### src/rtl/dcr_pkg.sv
// Constants for the converter control register bank.
// Assumes a serial front end that decodes the command nibble and data word.
`default_nettype none
package dcr_pkg;
    // ==========================================================
    // Register command codes (bits 19-16 of a frame)
    localparam logic [3:0]  ADDR_SYNC     = 4'h2;
    localparam logic [3:0]  ADDR_PWR_DOWN = 4'h3;
    localparam logic [3:0]  ADDR_GAIN     = 4'h4;
    localparam logic [3:0]  ADDR_TRIGGER  = 4'h5;
    localparam logic [3:0]  ADDR_CODE     = 4'h8;
    // ==========================================================
    // Field positions
    localparam int          BIT_SYNC_EN   = 0;
    localparam int          BIT_REF_DIS   = 8;
    localparam int          BIT_OUT_PD    = 0;
    localparam int          BIT_REF_HALF  = 8;
    localparam int          BIT_BUF_DBL   = 0;
    localparam int          BIT_LOAD      = 4;
    localparam int          KEY_MSB       = 3;
    localparam logic [3:0]  RESET_KEY     = 4'ha;
    // ==========================================================
    // Reset values
    localparam logic [15:0] RST_SYNC      = 16'h0000;
    localparam logic [15:0] RST_PWR_DOWN  = 16'h0000;
    localparam logic [15:0] RST_GAIN      = 16'h0001;
    localparam logic [15:0] RST_TRIGGER   = 16'h0000;
    localparam logic [15:0] RST_CODE_ZERO = 16'h0000;
    localparam logic [15:0] RST_CODE_MID  = 16'h8000;
    // ==========================================================
    // Resolution variants
    localparam int          RES_16        = 16;
    localparam int          RES_14        = 14;
    localparam int          RES_12        = 12;
endpackage

`default_nettype wire

### src/rtl/dcr_reg_bank.sv
// Control register bank of a single-channel voltage-output converter.
// Assumes the serial port delivers one-cycle write strobes and a read address
// already in the i_clk_sys domain.
`timescale 1ns/1ps
`default_nettype none

// How it works
// RQ1 - Power-down bit 8 high turns the internal reference off.
// RQ2 - Power-down bit 0 high powers the output down into a 1k ground load.
// RQ3 - Gain bit 8 high halves the reference internally.
// RQ4 - Gain bit 0 picks buffer gain two or one; resets to two.
// RQ5 - In synchronous mode writing trigger bit 4 loads stored code to output.
// RQ6 - Writing key 1010 to trigger bits 3-0 restores every register's default.
// RQ7 - Output code is sixteen bits, unsigned straight binary, MSB aligned.
// RQ8 - Narrower variants keep the code in upper bits, low bits zero.
// RQ9 - Code resets to 0000h in zero-scale variant, 8000h in midscale.
// RQ10 - Sync enable set waits for trigger; clear updates output on each write.
// RQ11 - Command nibble 2,3,4,5,8 selects sync, power, gain, trigger, code.
// RQ12 - All registers read back except the reset key field.
// RQ13 - Other key patterns do nothing; a trigger in immediate mode adds nothing.
module dcr_reg_bank #(
    parameter int   RESOLUTION = dcr_pkg::RES_16,  // 16, 14 or 12 bits
    parameter bit   MIDSCALE   = 1'b0              // Power-on code at midscale
) (
    input  wire logic        i_clk_sys,     // System clock, 250 MHz
    input  wire logic        i_reset,       // Synchronous reset, active high
    input  wire logic        i_wr_en,       // Write strobe, one cycle
    input  wire logic [3:0]  i_wr_addr,     // Write command nibble
    input  wire logic [15:0] i_wr_data,     // Write data word
    input  wire logic [3:0]  i_rd_addr,     // Read command nibble
    output logic      [15:0] o_rd_data,     // Read data, registered
    output logic             o_rd_hit,      // Read address is mapped
    output logic             o_reference_disable, // Internal reference off
    output logic             o_output_power_down, // Output tied to ground
    output logic             o_ref_half,    // Reference divided by two
    output logic             o_buffer_double, // Buffer gain of two
    output logic             o_sync_mode,   // Synchronous update active
    output logic      [15:0] o_active_code  // Code driving the converter
);
    import dcr_pkg::*;

    // ==========================================================
    // Helpers
    function automatic logic [15:0] align_code(input logic [15:0] d);
        logic [15:0] mask;
        mask = 16'hffff << (RES_16 - RESOLUTION);
        return d & mask; // [RQ7] [RQ8]
    endfunction

    // Write decode shared by every register strobe
    function automatic logic wr_hit(input logic en, input logic [3:0] addr, input logic [3:0] target);
        return en && (addr == target); // [RQ11]
    endfunction

    // Read decode; unmapped nibbles answer with zero and no hit
    function automatic logic is_mapped(input logic [3:0] addr);
        logic hit;
        case (addr) // [RQ11]
            ADDR_SYNC,
            ADDR_PWR_DOWN,
            ADDR_GAIN,
            ADDR_TRIGGER,
            ADDR_CODE: hit = 1'b1;
            default:   hit = 1'b0;
        endcase
        return hit;
    endfunction

    // ==========================================================
    // Power-on values
    // Narrow variants mask the power-on code as well
    localparam logic [15:0] RST_CODE = MIDSCALE ? RST_CODE_MID : RST_CODE_ZERO;

    // ==========================================================
    // Register state
    logic [15:0] sync_r;
    logic [15:0] power_down_config_r;
    logic [15:0] gain_control_r;
    logic [15:0] load_and_reset_trigger_r;
    logic [15:0] output_code_r;
    logic [15:0] active_r;

    logic [15:0] active_nxt;
    logic [15:0] rd_nxt;
    logic        rd_hit_nxt;

    logic        soft_rst;
    logic        clear_all;
    logic        load_req;
    logic        wr_sync;
    logic        wr_pwr;
    logic        wr_gain;
    logic        wr_trig;
    logic        wr_code;

    // ==========================================================
    // Write decode
    // Unmapped nibbles match nothing and are dropped
    assign wr_sync   = wr_hit(i_wr_en, i_wr_addr, ADDR_SYNC);
    assign wr_pwr    = wr_hit(i_wr_en, i_wr_addr, ADDR_PWR_DOWN);
    assign wr_gain   = wr_hit(i_wr_en, i_wr_addr, ADDR_GAIN);
    assign wr_trig   = wr_hit(i_wr_en, i_wr_addr, ADDR_TRIGGER);
    assign wr_code   = wr_hit(i_wr_en, i_wr_addr, ADDR_CODE);

    // Only the exact key resets; any other pattern is inert
    assign soft_rst  = wr_trig && (i_wr_data[KEY_MSB:0] == RESET_KEY); // [RQ6] [RQ13]
    assign clear_all = i_reset || soft_rst; // [RQ6]
    // Key beats a load bit in the same word; no load in immediate mode
    assign load_req  = wr_trig && !soft_rst && i_wr_data[BIT_LOAD] && sync_r[BIT_SYNC_EN]; // [RQ5] [RQ13]

    // ==========================================================
    // Update mode register
    always_ff @(posedge i_clk_sys) begin
        if (clear_all) begin
            sync_r <= RST_SYNC;
        end else if (wr_sync) begin
            sync_r <= i_wr_data; // [RQ10]
        end
    end

    // ==========================================================
    // Power-down register
    always_ff @(posedge i_clk_sys) begin
        if (clear_all) begin
            power_down_config_r <= RST_PWR_DOWN;
        end else if (wr_pwr) begin
            power_down_config_r <= i_wr_data; // [RQ1] [RQ2]
        end
    end

    // ==========================================================
    // Gain register
    always_ff @(posedge i_clk_sys) begin
        if (clear_all) begin
            gain_control_r <= RST_GAIN; // [RQ4]
        end else if (wr_gain) begin
            gain_control_r <= i_wr_data; // [RQ3]
        end
    end

    // ==========================================================
    // Trigger register
    // Load bit kept for readback; key never stored
    always_ff @(posedge i_clk_sys) begin
        if (clear_all) begin
            load_and_reset_trigger_r <= RST_TRIGGER;
        end else if (wr_trig) begin
            load_and_reset_trigger_r <= {i_wr_data[15:KEY_MSB+1], 4'h0}; // [RQ12]
        end
    end

    // ==========================================================
    // Stored code
    always_ff @(posedge i_clk_sys) begin
        if (clear_all) begin
            output_code_r <= align_code(RST_CODE); // [RQ9]
        end else if (wr_code) begin
            output_code_r <= align_code(i_wr_data); // [RQ7]
        end
    end

    // ==========================================================
    // Converter output latch
    // Output follows each write in immediate mode, else waits for a load
    always_comb begin
        active_nxt = active_r;
        if (wr_code && !sync_r[BIT_SYNC_EN]) begin
            active_nxt = align_code(i_wr_data); // [RQ10]
        end else if (load_req) begin
            active_nxt = output_code_r; // [RQ5]
        end
    end

    always_ff @(posedge i_clk_sys) begin
        if (clear_all) begin
            active_r <= align_code(RST_CODE); // [RQ9]
        end else begin
            active_r <= active_nxt;
        end
    end

    // ==========================================================
    // Readback select
    always_comb begin
        rd_nxt     = 16'h0000;
        rd_hit_nxt = is_mapped(i_rd_addr); // [RQ11]
        case (i_rd_addr)
            ADDR_SYNC:     rd_nxt = sync_r;
            ADDR_PWR_DOWN: rd_nxt = power_down_config_r;
            ADDR_GAIN:     rd_nxt = gain_control_r;
            ADDR_TRIGGER:  rd_nxt = load_and_reset_trigger_r; // [RQ12]
            ADDR_CODE:     rd_nxt = output_code_r;
            default: ;
        endcase
    end

    // ==========================================================
    // Readback registers
    always_ff @(posedge i_clk_sys) begin
        if (i_reset) begin
            o_rd_data <= 16'h0000;
        end else begin
            o_rd_data <= rd_nxt;
        end
    end

    always_ff @(posedge i_clk_sys) begin
        if (i_reset) begin
            o_rd_hit <= 1'b0;
        end else begin
            o_rd_hit <= rd_hit_nxt;
        end
    end

    // ==========================================================
    // Analog controls
    // Straight from register bits, so a write acts on the next cycle
    assign o_reference_disable = power_down_config_r[BIT_REF_DIS]; // [RQ1]
    assign o_output_power_down = power_down_config_r[BIT_OUT_PD];  // [RQ2]
    assign o_ref_half          = gain_control_r[BIT_REF_HALF];     // [RQ3]
    assign o_buffer_double     = gain_control_r[BIT_BUF_DBL];      // [RQ4]
    assign o_sync_mode         = sync_r[BIT_SYNC_EN];              // [RQ10]
    assign o_active_code       = active_r;
endmodule

`default_nettype wire

### config.mk
export PLATFORM = sky130hd
export DESIGN_NAME = dcr_reg_bank
export DESIGN_NICKNAME = d
export VERILOG_FILES = /design/src/rtl/dcr_pkg.sv /design/src/rtl/dcr_reg_bank.sv
export SDC_FILE = /design/constraint.sdc
export NUM_CORES = 1
export LEC_CHECK = 0
export BUFFER_PORTS_ARGS = -buffer_cell sky130_fd_sc_hd__buf_2
export CAP_MARGIN = 30
export CORE_UTILIZATION = 46
export CTS_BUF_LIST = sky130_fd_sc_hd__clkbuf_8
export DETAILED_ROUTE_END_ITERATION = 10
export GPL_TIMING_DRIVEN = 0
export PLACE_DENSITY = 0.67
export SETUP_SLACK_MARGIN = 0.02
export SYNTH_ARGS = -nofsm -noshare
export SYNTH_HDL_FRONTEND = slang
export SYNTH_SLANG_ARGS = --single-unit
### constraint.sdc
create_clock -name i_clk_sys -period 2.2 [get_ports i_clk_sys]
set_input_delay 0.44 -clock i_clk_sys [delete_from_list [all_inputs] [get_ports i_clk_sys]]
set_output_delay 0.44 -clock i_clk_sys [all_outputs]
set_load 0.005 [all_outputs]
## Yosys cells after proc, flatten, opt, wreduce, memory -nomap -nowiden

Cells that the tools add are included.

| cells by class | value |
|---|---|
| reductions and logical operators | 15 |
| muxes and demuxes | 4 |
| equal/unequal tests | 11 |

Operator list:

| operator | number |
|---|---|
| $pmux W16 S5 | 1 |
| $mux W16 | 2 |
| $eq A4 B2 Y1 const B | 4 |
| $eq A4 B3 Y1 const B | 4 |
| $eq A4 B4 Y1 const B | 3 |
| $logic_and A1 B1 Y1 | 10 |
| $reduce_or A5 Y1 | 1 |
| $logic_not A1 Y1 | 2 |
| $reduce_bool A2 Y1 | 1 |
| $logic_or A1 B1 Y1 | 1 |
| $mux W1 | 1 |

| word-level totals | value |
|---|---|
| word-level logic and storage cells | 38 |
| bits in registers | 109 |
| bits of input ports | 27 |

## Logic depth before layout (Yosys ltp)

Gate-level depths: netlist of run 1.

| logic depth | value |
|---|---|
| word-level depth | 9 |
| gate-level depth with buffers | 6 |

## Worst setup path before layout of run 1

OpenSTA, ideal clock, no wires.

| path | value |
|---|---|
| kind | input-to-reg |
| start | in i_wr_addr[1] |
| end | reg active_r[10], in the netlist o_active_code[10] |
| data required time | 2.077 ns |
| setup slack | 0.413 ns |
| arrival time | 1.664 ns |
| stages on the path | 5 |
| cells stage by stage | nand2b_2 > nor4_4 > buf_6 > mux2i_1 > a211oi_2 |

| between the ends | value |
|---|---|
| longest elaborated chain between the ends | 8 |

Ends and longest elaborated chain:

| what | RTL line | text |
|---|---|---|
| from (decl) | dcr_reg_bank.sv:28 | `input wire logic [3:0] i_wr_addr,` |
| $eq A4 B3 Y1 | dcr_reg_bank.sv:52 | `return en && (addr == target);` |
| $logic_and A1 B1 Y1 | dcr_reg_bank.sv:52 |  |
| $logic_and A1 B1 Y1 | dcr_reg_bank.sv:106 | `assign soft_rst = wr_trig && (i_wr_data[KEY_MSB:0] == RESET_KEY);` |
| $logic_not A1 Y1 | dcr_reg_bank.sv:109 | `assign load_req = wr_trig && !soft_rst && i_wr_data[BIT_LOAD] && sync_r[BIT_SYNC_EN];` |
| $logic_and A1 B1 Y1 (3 in series) | dcr_reg_bank.sv:109 |  |
| $reduce_bool A2 Y1 (no line) | n/a |  |
| to (signal assigned) | dcr_reg_bank.sv:176 | `active_r <= align_code(RST_CODE);` |
| to (signal assigned) | dcr_reg_bank.sv:178 | `active_r <= active_nxt;` |
| to (decl) | dcr_reg_bank.sv:81 | `logic [15:0] active_r;` |

Parallel ways exist; a longest one is shown, timed or not.
A chain may end at the register's enable or synchronous reset.

## Worst setup path after layout of run 1

| path | value |
|---|---|
| start | in i_wr_addr[1] |
| end | reg power_down_config_r[8] |

| between the ends | value |
|---|---|
| longest elaborated chain between the ends | 4 |

Ends and longest elaborated chain:

| what | RTL line | text |
|---|---|---|
| $eq A4 B3 Y1 | dcr_reg_bank.sv:52 |  |
| $logic_and A1 B1 Y1 | dcr_reg_bank.sv:52 |  |
| $logic_and A1 B1 Y1 | dcr_reg_bank.sv:106 |  |
| $logic_or A1 B1 Y1 | dcr_reg_bank.sv:107 | `assign clear_all = i_reset \|\| soft_rst;` |
| to (signal assigned) | dcr_reg_bank.sv:127 | `power_down_config_r <= i_wr_data;` |
| to (decl) | dcr_reg_bank.sv:77 | `logic [15:0] power_down_config_r;` |

Parallel ways exist; a longest one is shown, timed or not.

==> results_dict.tcl, run 1 <==
set metrics [dict create \
    status "finished, final reports clean" \
    routed_via_density 5.47 \
    antenna_found_initial 0 \
    hold_viol 0 \
    final_area_um2 4930 \
    worst_skew_pair.late_latency_ps 370 \
    number_of_vias_in_the_routed_layout 3455 \
    critical-path-max-stage-delay_ps 490 \
    number_of_buffers_inserted_for_hold_repair_after_clock_tree_synthesis 0 \
    period_share_pct 86.6 \
    report.final.slew_viol_count 0 \
    areaGrowthSynthToFinish_pct 14.8 \
    ctsResizeCount 0 \
    placedCellCount 617 \
    critPathKind "input port to flop" \
    synth_nets 472 \
    ctsRootBufferMaster "sky130_fd_sc_hd__clkbuf_8" \
    placement_rows 34 \
    cts-htree-levels 3 \
    initial_utilization_pct 48.3 \
    syn_area_per_cell_um2 9.64 \
    grt_first_pass_wirelength_um 17200 \
    remaining_global_route_overflow 0 \
    gr-usage-all-layers_pct 22.7 \
    fillers 822 \
    worst_hold_path_type "input port to flop" \
    final_net_count 547 \
    tritoncts.num_buffers 9 \
    finalWirelength_um 10600 \
    drt_iter0_drc 273 \
    sequential_area_share_after_synthesis_pct 50.8 \
    max_freq_mhz 525 \
    synthCells 445 \
    end_kind "flop" \
    postRouteAntennaNets 0 \
    critical-path-slowest-cell "sky130_fd_sc_hd__clkbuf_1" \
    max_cap_violations 0 \
    floorplan.die.height_um 98.6 \
    postSynthRegisterBits 109 \
    timing.max_slew.rel_slack_pct 47.6 \
    die_x_um 98.6 \
    mappedNetlistArea_um2 4290 \
    clockBufferDepth 2 \
    library_cells_used_by_synthesis 33 \
    p_per_cell_area_nw_per_um2 687 \
    worst_path_dominant_cell_family "buffers and inverters" \
    grt_start_max_net_pins 17 \
    cts_setup_buffers 0 \
    unrepaired_setup_endpoints_after_global_routing "false" \
    die-area_um2 9720 \
    setup_crit_start_kind "input port" \
    first_global_vias 3315 \
    post-route-drc-count 0 \
    placed_cell_area_um2 4750 \
    setup-tns-final_ps 0 \
    timing_worst_slew_pin_value_ps 779 \
    yosys_warnings 0 \
    tritoncts "done" \
    quantity_of_i_o_buffers_inserted_on_ports 64 \
    fin_clk_skew_ps 15.9 \
    gp_congestion 0.824 \
    insertedDiodeCount 0 \
    cp_cell_sequence "buf_2 -> nand2b_2 -> nor2_1 -> a21o_2 -> clkbuf_1 -> clkbuf_1 -> nor2_1" \
    crit_path_setup_slack_layout_ps 295 \
    hpwl_um 8020 \
    vdd.ir_drop.worst_v 0.000344 \
    final_cell_count_no_fill 632 \
    core_region_area_um2 8890 \
    setup_viol 0 \
    cts.sink_count 109 \
    crit_required_ps 2430 \
    timing.critical_path.arrival_ps 2140 \
    clkTransAtPathRegs_ps 100 \
    num_io_pins 65 \
    post_route_cells_drive_above_1_share_pct 18.7 \
    detail_route.wl_per_cell_um 16.8 \
    critical_path_buf_inv_count 3 \
    leakage_power_summed_over_all_cells_nw 2.02 \
    finalCriticalPeriod_ps 1910 \
    pre_cts_ws_ps -78.6 \
    crit_fanout 10 \
    timing.hold.ws_ps 377 \
    drt_pass1_iterations 8 \
]
placed cells by master, fill, tap and decap left out, types with 2 or more instances in the layout:
cell type	synthesis	final
sky130_fd_sc_hd__a211oi_1	11	11
sky130_fd_sc_hd__a211oi_2	5	5
sky130_fd_sc_hd__a21oi_1	44	44
sky130_fd_sc_hd__a222oi_1	16	16
sky130_fd_sc_hd__a22oi_1	12	12
sky130_fd_sc_hd__buf_2	5	69
sky130_fd_sc_hd__buf_6	3	3
sky130_fd_sc_hd__clkbuf_1	23	23
sky130_fd_sc_hd__clkbuf_8	1	10
sky130_fd_sc_hd__clkinv_2	0	2
sky130_fd_sc_hd__dfxtp_1	109	109
sky130_fd_sc_hd__inv_1	1	3
sky130_fd_sc_hd__mux2i_1	64	64
sky130_fd_sc_hd__nand2_1	62	62
sky130_fd_sc_hd__nand2b_1	2	2
sky130_fd_sc_hd__nor2_1	66	66
sky130_fd_sc_hd__nor3_1	2	2
sky130_fd_sc_hd__nor3b_1	3	3
synthesized netlist by cell type (all sizes together):
cell / number / area (um2)
dfxtp: 109 / 2180
nor2: 66 / 248
mux2i: 64 / 641
nand2: 62 / 233
a21oi: 44 / 220
clkbuf: 24 / 100
a211oi: 16 / 145
a222oi: 16 / 160
a22oi: 12 / 90.1
buf: 8 / 58.8
nand2b: 3 / 21.3
nor3b: 3 / 22.5
nand3b: 2 / 27.5
nor3: 2 / 10.0
a21o: 1 / 8.76
and2: 1 / 6.26
and3b: 1 / 8.76
and4bb: 1 / 16.3
inv: 1 / 3.75
nand3: 1 / 5.00
nand4b: 1 / 8.76
nor2b: 1 / 6.26
nor4: 1 / 21.3
nor4b: 1 / 15.0
nor4bb: 1 / 10.0
o21bai: 1 / 7.51
or2: 1 / 6.26
or3b: 1 / 8.76
through the flow:
step / utilization (%) / power, W
2_1_floorplan: - / 0.00216
3_3_place_gp: 53.4 / 0.00226
3_5_place_dp: 53.4 / 0.00227
4_1_cts: 55.4 / 0.00341
5_1_grt: 55.4 / 0.00352
6_report: 55.4 / 0.00338
worst min-delay path: cells and delay by family:
kind | cells | cell delay [ps]
buffers and inverters | 1 | 140
AND/OR/NAND/NOR | 1 | 60
AO/OA/AOI/OAI | 1 | 50
per-layer routing:
| layer | wire, um | track usage, % |
|---|---|---|
| met1 | 5120 | 32.3 |
| met2 | 4790 | 35.5 |
| met3 | 585 | 3.62 |
| met4 | 116 | 6.89 |
| met5 | 0 | 0 |
registers in the layout (all words and copies together), names as in the netlist:
name and count:
load_and_reset_trigger_r 12, o_rd_hit 1, output_code_r 16, gain_control_r 16, o_rd_data 16, sync_r 16, o_active_code 16, power_down_config_r 16
cell families after synthesis:
logic type / Yosys count / share of synthesized area, %
muxes: 64 / 14.9
AOI/OAI and AO/OA: 90 / 14.7
and+or+nand+nor: 149 / 15.7
buffers and inverters: 33 / 3.79
DFF: 109 / 50.8
area by class of cell:
| cell class | instances | area (um2) | share of cell area [%] |
|---|---|---|---|
| clock buffer | 9 | 124 | 2.51 |
| multi-input combinational | 303 | 1950 | 39.5 |
| timing repair buffer | 64 | 320 | 6.50 |
| buffer | 32 | 159 | 3.22 |
| inverter | 1 | 3.75 | 0.0762 |
| clock inverter | 6 | 56.3 | 1.14 |
| tap | 108 | 135 | 2.74 |
| sequential | 109 | 2180 | 44.3 |
path summary, 6_finish.rpt:
kind / endpoint / startpoint / cells past startpoint / slack (ps)
worst min-delay path: gain_control_r[11]$_SDFFE_PP0P_ / i_wr_data[11] / 3 / 380
worst max register to register: o_active_code[8]$_SDFFE_PP0P_ / sync_r[0]$_SDFFE_PP0P_ / 5 / 420
worst max-delay path: power_down_config_r[8]$_SDFFE_PP0P_ / i_wr_addr[1] / 7 / 290
worst min register to register: load_and_reset_trigger_r[7]$_SDFFE_PP0P_ / load_and_reset_trigger_r[7]$_SDFFE_PP0P_ / 2 / 470
report_power, final:
group | internal (W) | switching (W)
Sequential | 0.00200 | 0.0000155
Clock | 0.000514 | 0.000645
Combinational | 0.0000732 | 0.000140
No activity file was read; power rests on OpenSTA's default activity.
==> run 2, diff against run 1 <==
- PLACE_DENSITY: 0.67 -> 0.65
==> run 2 against run 1 <==
Against the previous run: wire length up 1.2%; register-to-register slack about the same; combinational power about the same; clock-buffer cell count up 1; design area up 1.0%; hold slack worse by 23 ps; cell count up 0.16%; core utilization up 0.58 points; non-clock buffer count unchanged; power up 6.8%.
==> results_dict.tcl, run 2 (synthesis results as in run 1) <==
set metrics [dict create \
    critical-path-slowest-cell "sky130_fd_sc_hd__clkbuf_1" \
    number_of_buffers_inserted_for_hold_repair_after_clock_tree_synthesis 0 \
    post_route_cells_drive_above_1_share_pct 19.2 \
    grt_start_max_net_pins 19 \
    drt_iter0_drc 293 \
    hold_viol 0 \
    core_region_area_um2 8890 \
    fin_clk_skew_ps 14.1 \
    finalWirelength_um 10700 \
    tritoncts.num_buffers 9 \
    critical-path-max-stage-delay_ps 490 \
    routed_via_density 5.52 \
    die-area_um2 9720 \
    number_of_vias_in_the_routed_layout 3495 \
    num_io_pins 65 \
    timing.critical_path.arrival_ps 2170 \
    gr-usage-all-layers_pct 23.2 \
    drt_pass1_iterations 9 \
    cp_cell_sequence "buf_2 -> nand2b_2 -> nor2_1 -> a21o_2 -> clkbuf_1 -> clkbuf_1 -> nor2_1" \
    hpwl_um 7980 \
    antenna_found_initial 0 \
    detail_route.wl_per_cell_um 17.0 \
    report.final.slew_viol_count 0 \
    mostFrequentLayoutCells "109 x sky130_fd_sc_hd__dfxtp_1, 69 x sky130_fd_sc_hd__buf_2, 66 x sky130_fd_sc_hd__nor2_1, 64 x sky130_fd_sc_hd__mux2i_1, 62 x sky130_fd_sc_hd__nand2_1" \
    cts_setup_buffers 0 \
    grt_first_pass_wirelength_um 17500 \
    die_x_um 98.6 \
    final_area_um2 4980 \
    cts.sink_count 109 \
    critical_path_buf_inv_count 3 \
    critPathKind "input port to flop" \
    ctsRootBufferMaster "sky130_fd_sc_hd__clkbuf_8" \
    tritoncts "done" \
    max_cap_violations 0 \
    p_per_cell_area_nw_per_um2 726 \
    clkTransAtPathRegs_ps 110 \
    remaining_global_route_overflow 0 \
    final_net_count 547 \
    cts-htree-levels 3 \
    floorplan.die.height_um 98.6 \
    quantity_of_i_o_buffers_inserted_on_ports 64 \
    leakage_power_summed_over_all_cells_nw 2.03 \
    timing.max_slew.rel_slack_pct 44.7 \
    ctsResizeCount 0 \
    clockBufferDepth 2 \
    gp_congestion 0.848 \
    r2r_setup_slack_ps 420 \
    insertedDiodeCount 0 \
    placement_rows 34 \
    status "finished, final reports clean" \
    vdd.ir_drop.worst_v 0.000369 \
    post-route-drc-count 0 \
    setup_crit_start_kind "input port" \
    areaGrowthSynthToFinish_pct 16.0 \
    end_kind "flop" \
    first_global_vias 3357 \
    finalCriticalPeriod_ps 1930 \
    max_freq_mhz 519 \
    setup_viol 0 \
    worst_path_dominant_cell_family "buffers and inverters" \
    timing_worst_slew_pin_value_ps 823 \
    worst_hold_path_type "input port to flop" \
    initial_utilization_pct 48.3 \
    postRouteAntennaNets 0 \
    finalPower_w 0.00361 \
    worst_skew_pair.late_latency_ps 380 \
    placed_cell_area_um2 4750 \
    unrepaired_setup_endpoints_after_global_routing "false" \
    period_share_pct 87.6 \
    crit_required_ps 2440 \
    final_common_cell "sky130_fd_sc_hd__dfxtp_1" \
    timing.hold.ws_ps 353 \
    crit_fanout 10 \
    setup-tns-final_ps 0 \
]
## run 2: area by class of cell
class	count	area [um2]
Inverter	1	3.75
Clock buffer	10	138
Multi-Input combinational cell	303	1950
Tap cell	108	135
Buffer	32	159
Clock inverter	6	93.8
Fill cell	825	3910
Sequential cell	109	2180
Timing Repair Buffer	64	320
## run 2: final timing paths
kind,from,endpoint,cells after the start
max,i_wr_addr[1],power_down_config_r[14]$_SDFFE_PP0P_,7
min,i_wr_data[12],gain_control_r[12]$_SDFFE_PP0P_,3
max reg2reg,sync_r[0]$_SDFFE_PP0P_,o_active_code[5]$_SDFFE_PP0P_,5
min reg2reg,sync_r[2]$_SDFFE_PP0P_,o_rd_data[2]$_SDFF_PP0_,2
## run 2: per-stage QoR
step	setup WS (ps)	instances	util, %
final	272	633	56.0
after global placement	-39.6	617	53.4
after detailed placement	-88.3	617	53.4
after CTS	299	633	56.0
after floorplan	413	445	-
after global routing	107	633	56.0
## run 2: power breakdown
part	switching [W]	leakage, nW	total [W]	internal, W
sequential	0.0000157	0.880	0.00201	0.00200
clock	0.000704	0.113	0.00139	0.000683
combinational	0.000141	1.04	0.000214	0.0000732
## run 2: worst reg2reg max path, stage by stage (launching register included)
cell and delay [ps]:
sky130_fd_sc_hd__dfxtp_1 450, sky130_fd_sc_hd__nand2_1 120, sky130_fd_sc_hd__nor4_4 490, sky130_fd_sc_hd__buf_6 260, sky130_fd_sc_hd__mux2i_1 90, sky130_fd_sc_hd__a211oi_1 260
## run 2: metal layers
layer / track usage (%) / vias up / wire length, um
met1: 32.7 / 1661 / 5330
met5: 0 / - / 0
met4: 7.12 / 0 / 138
met2: 36.3 / 104 / 4740
li1: - / 1717 / -
met3: 4.04 / 13 / 536
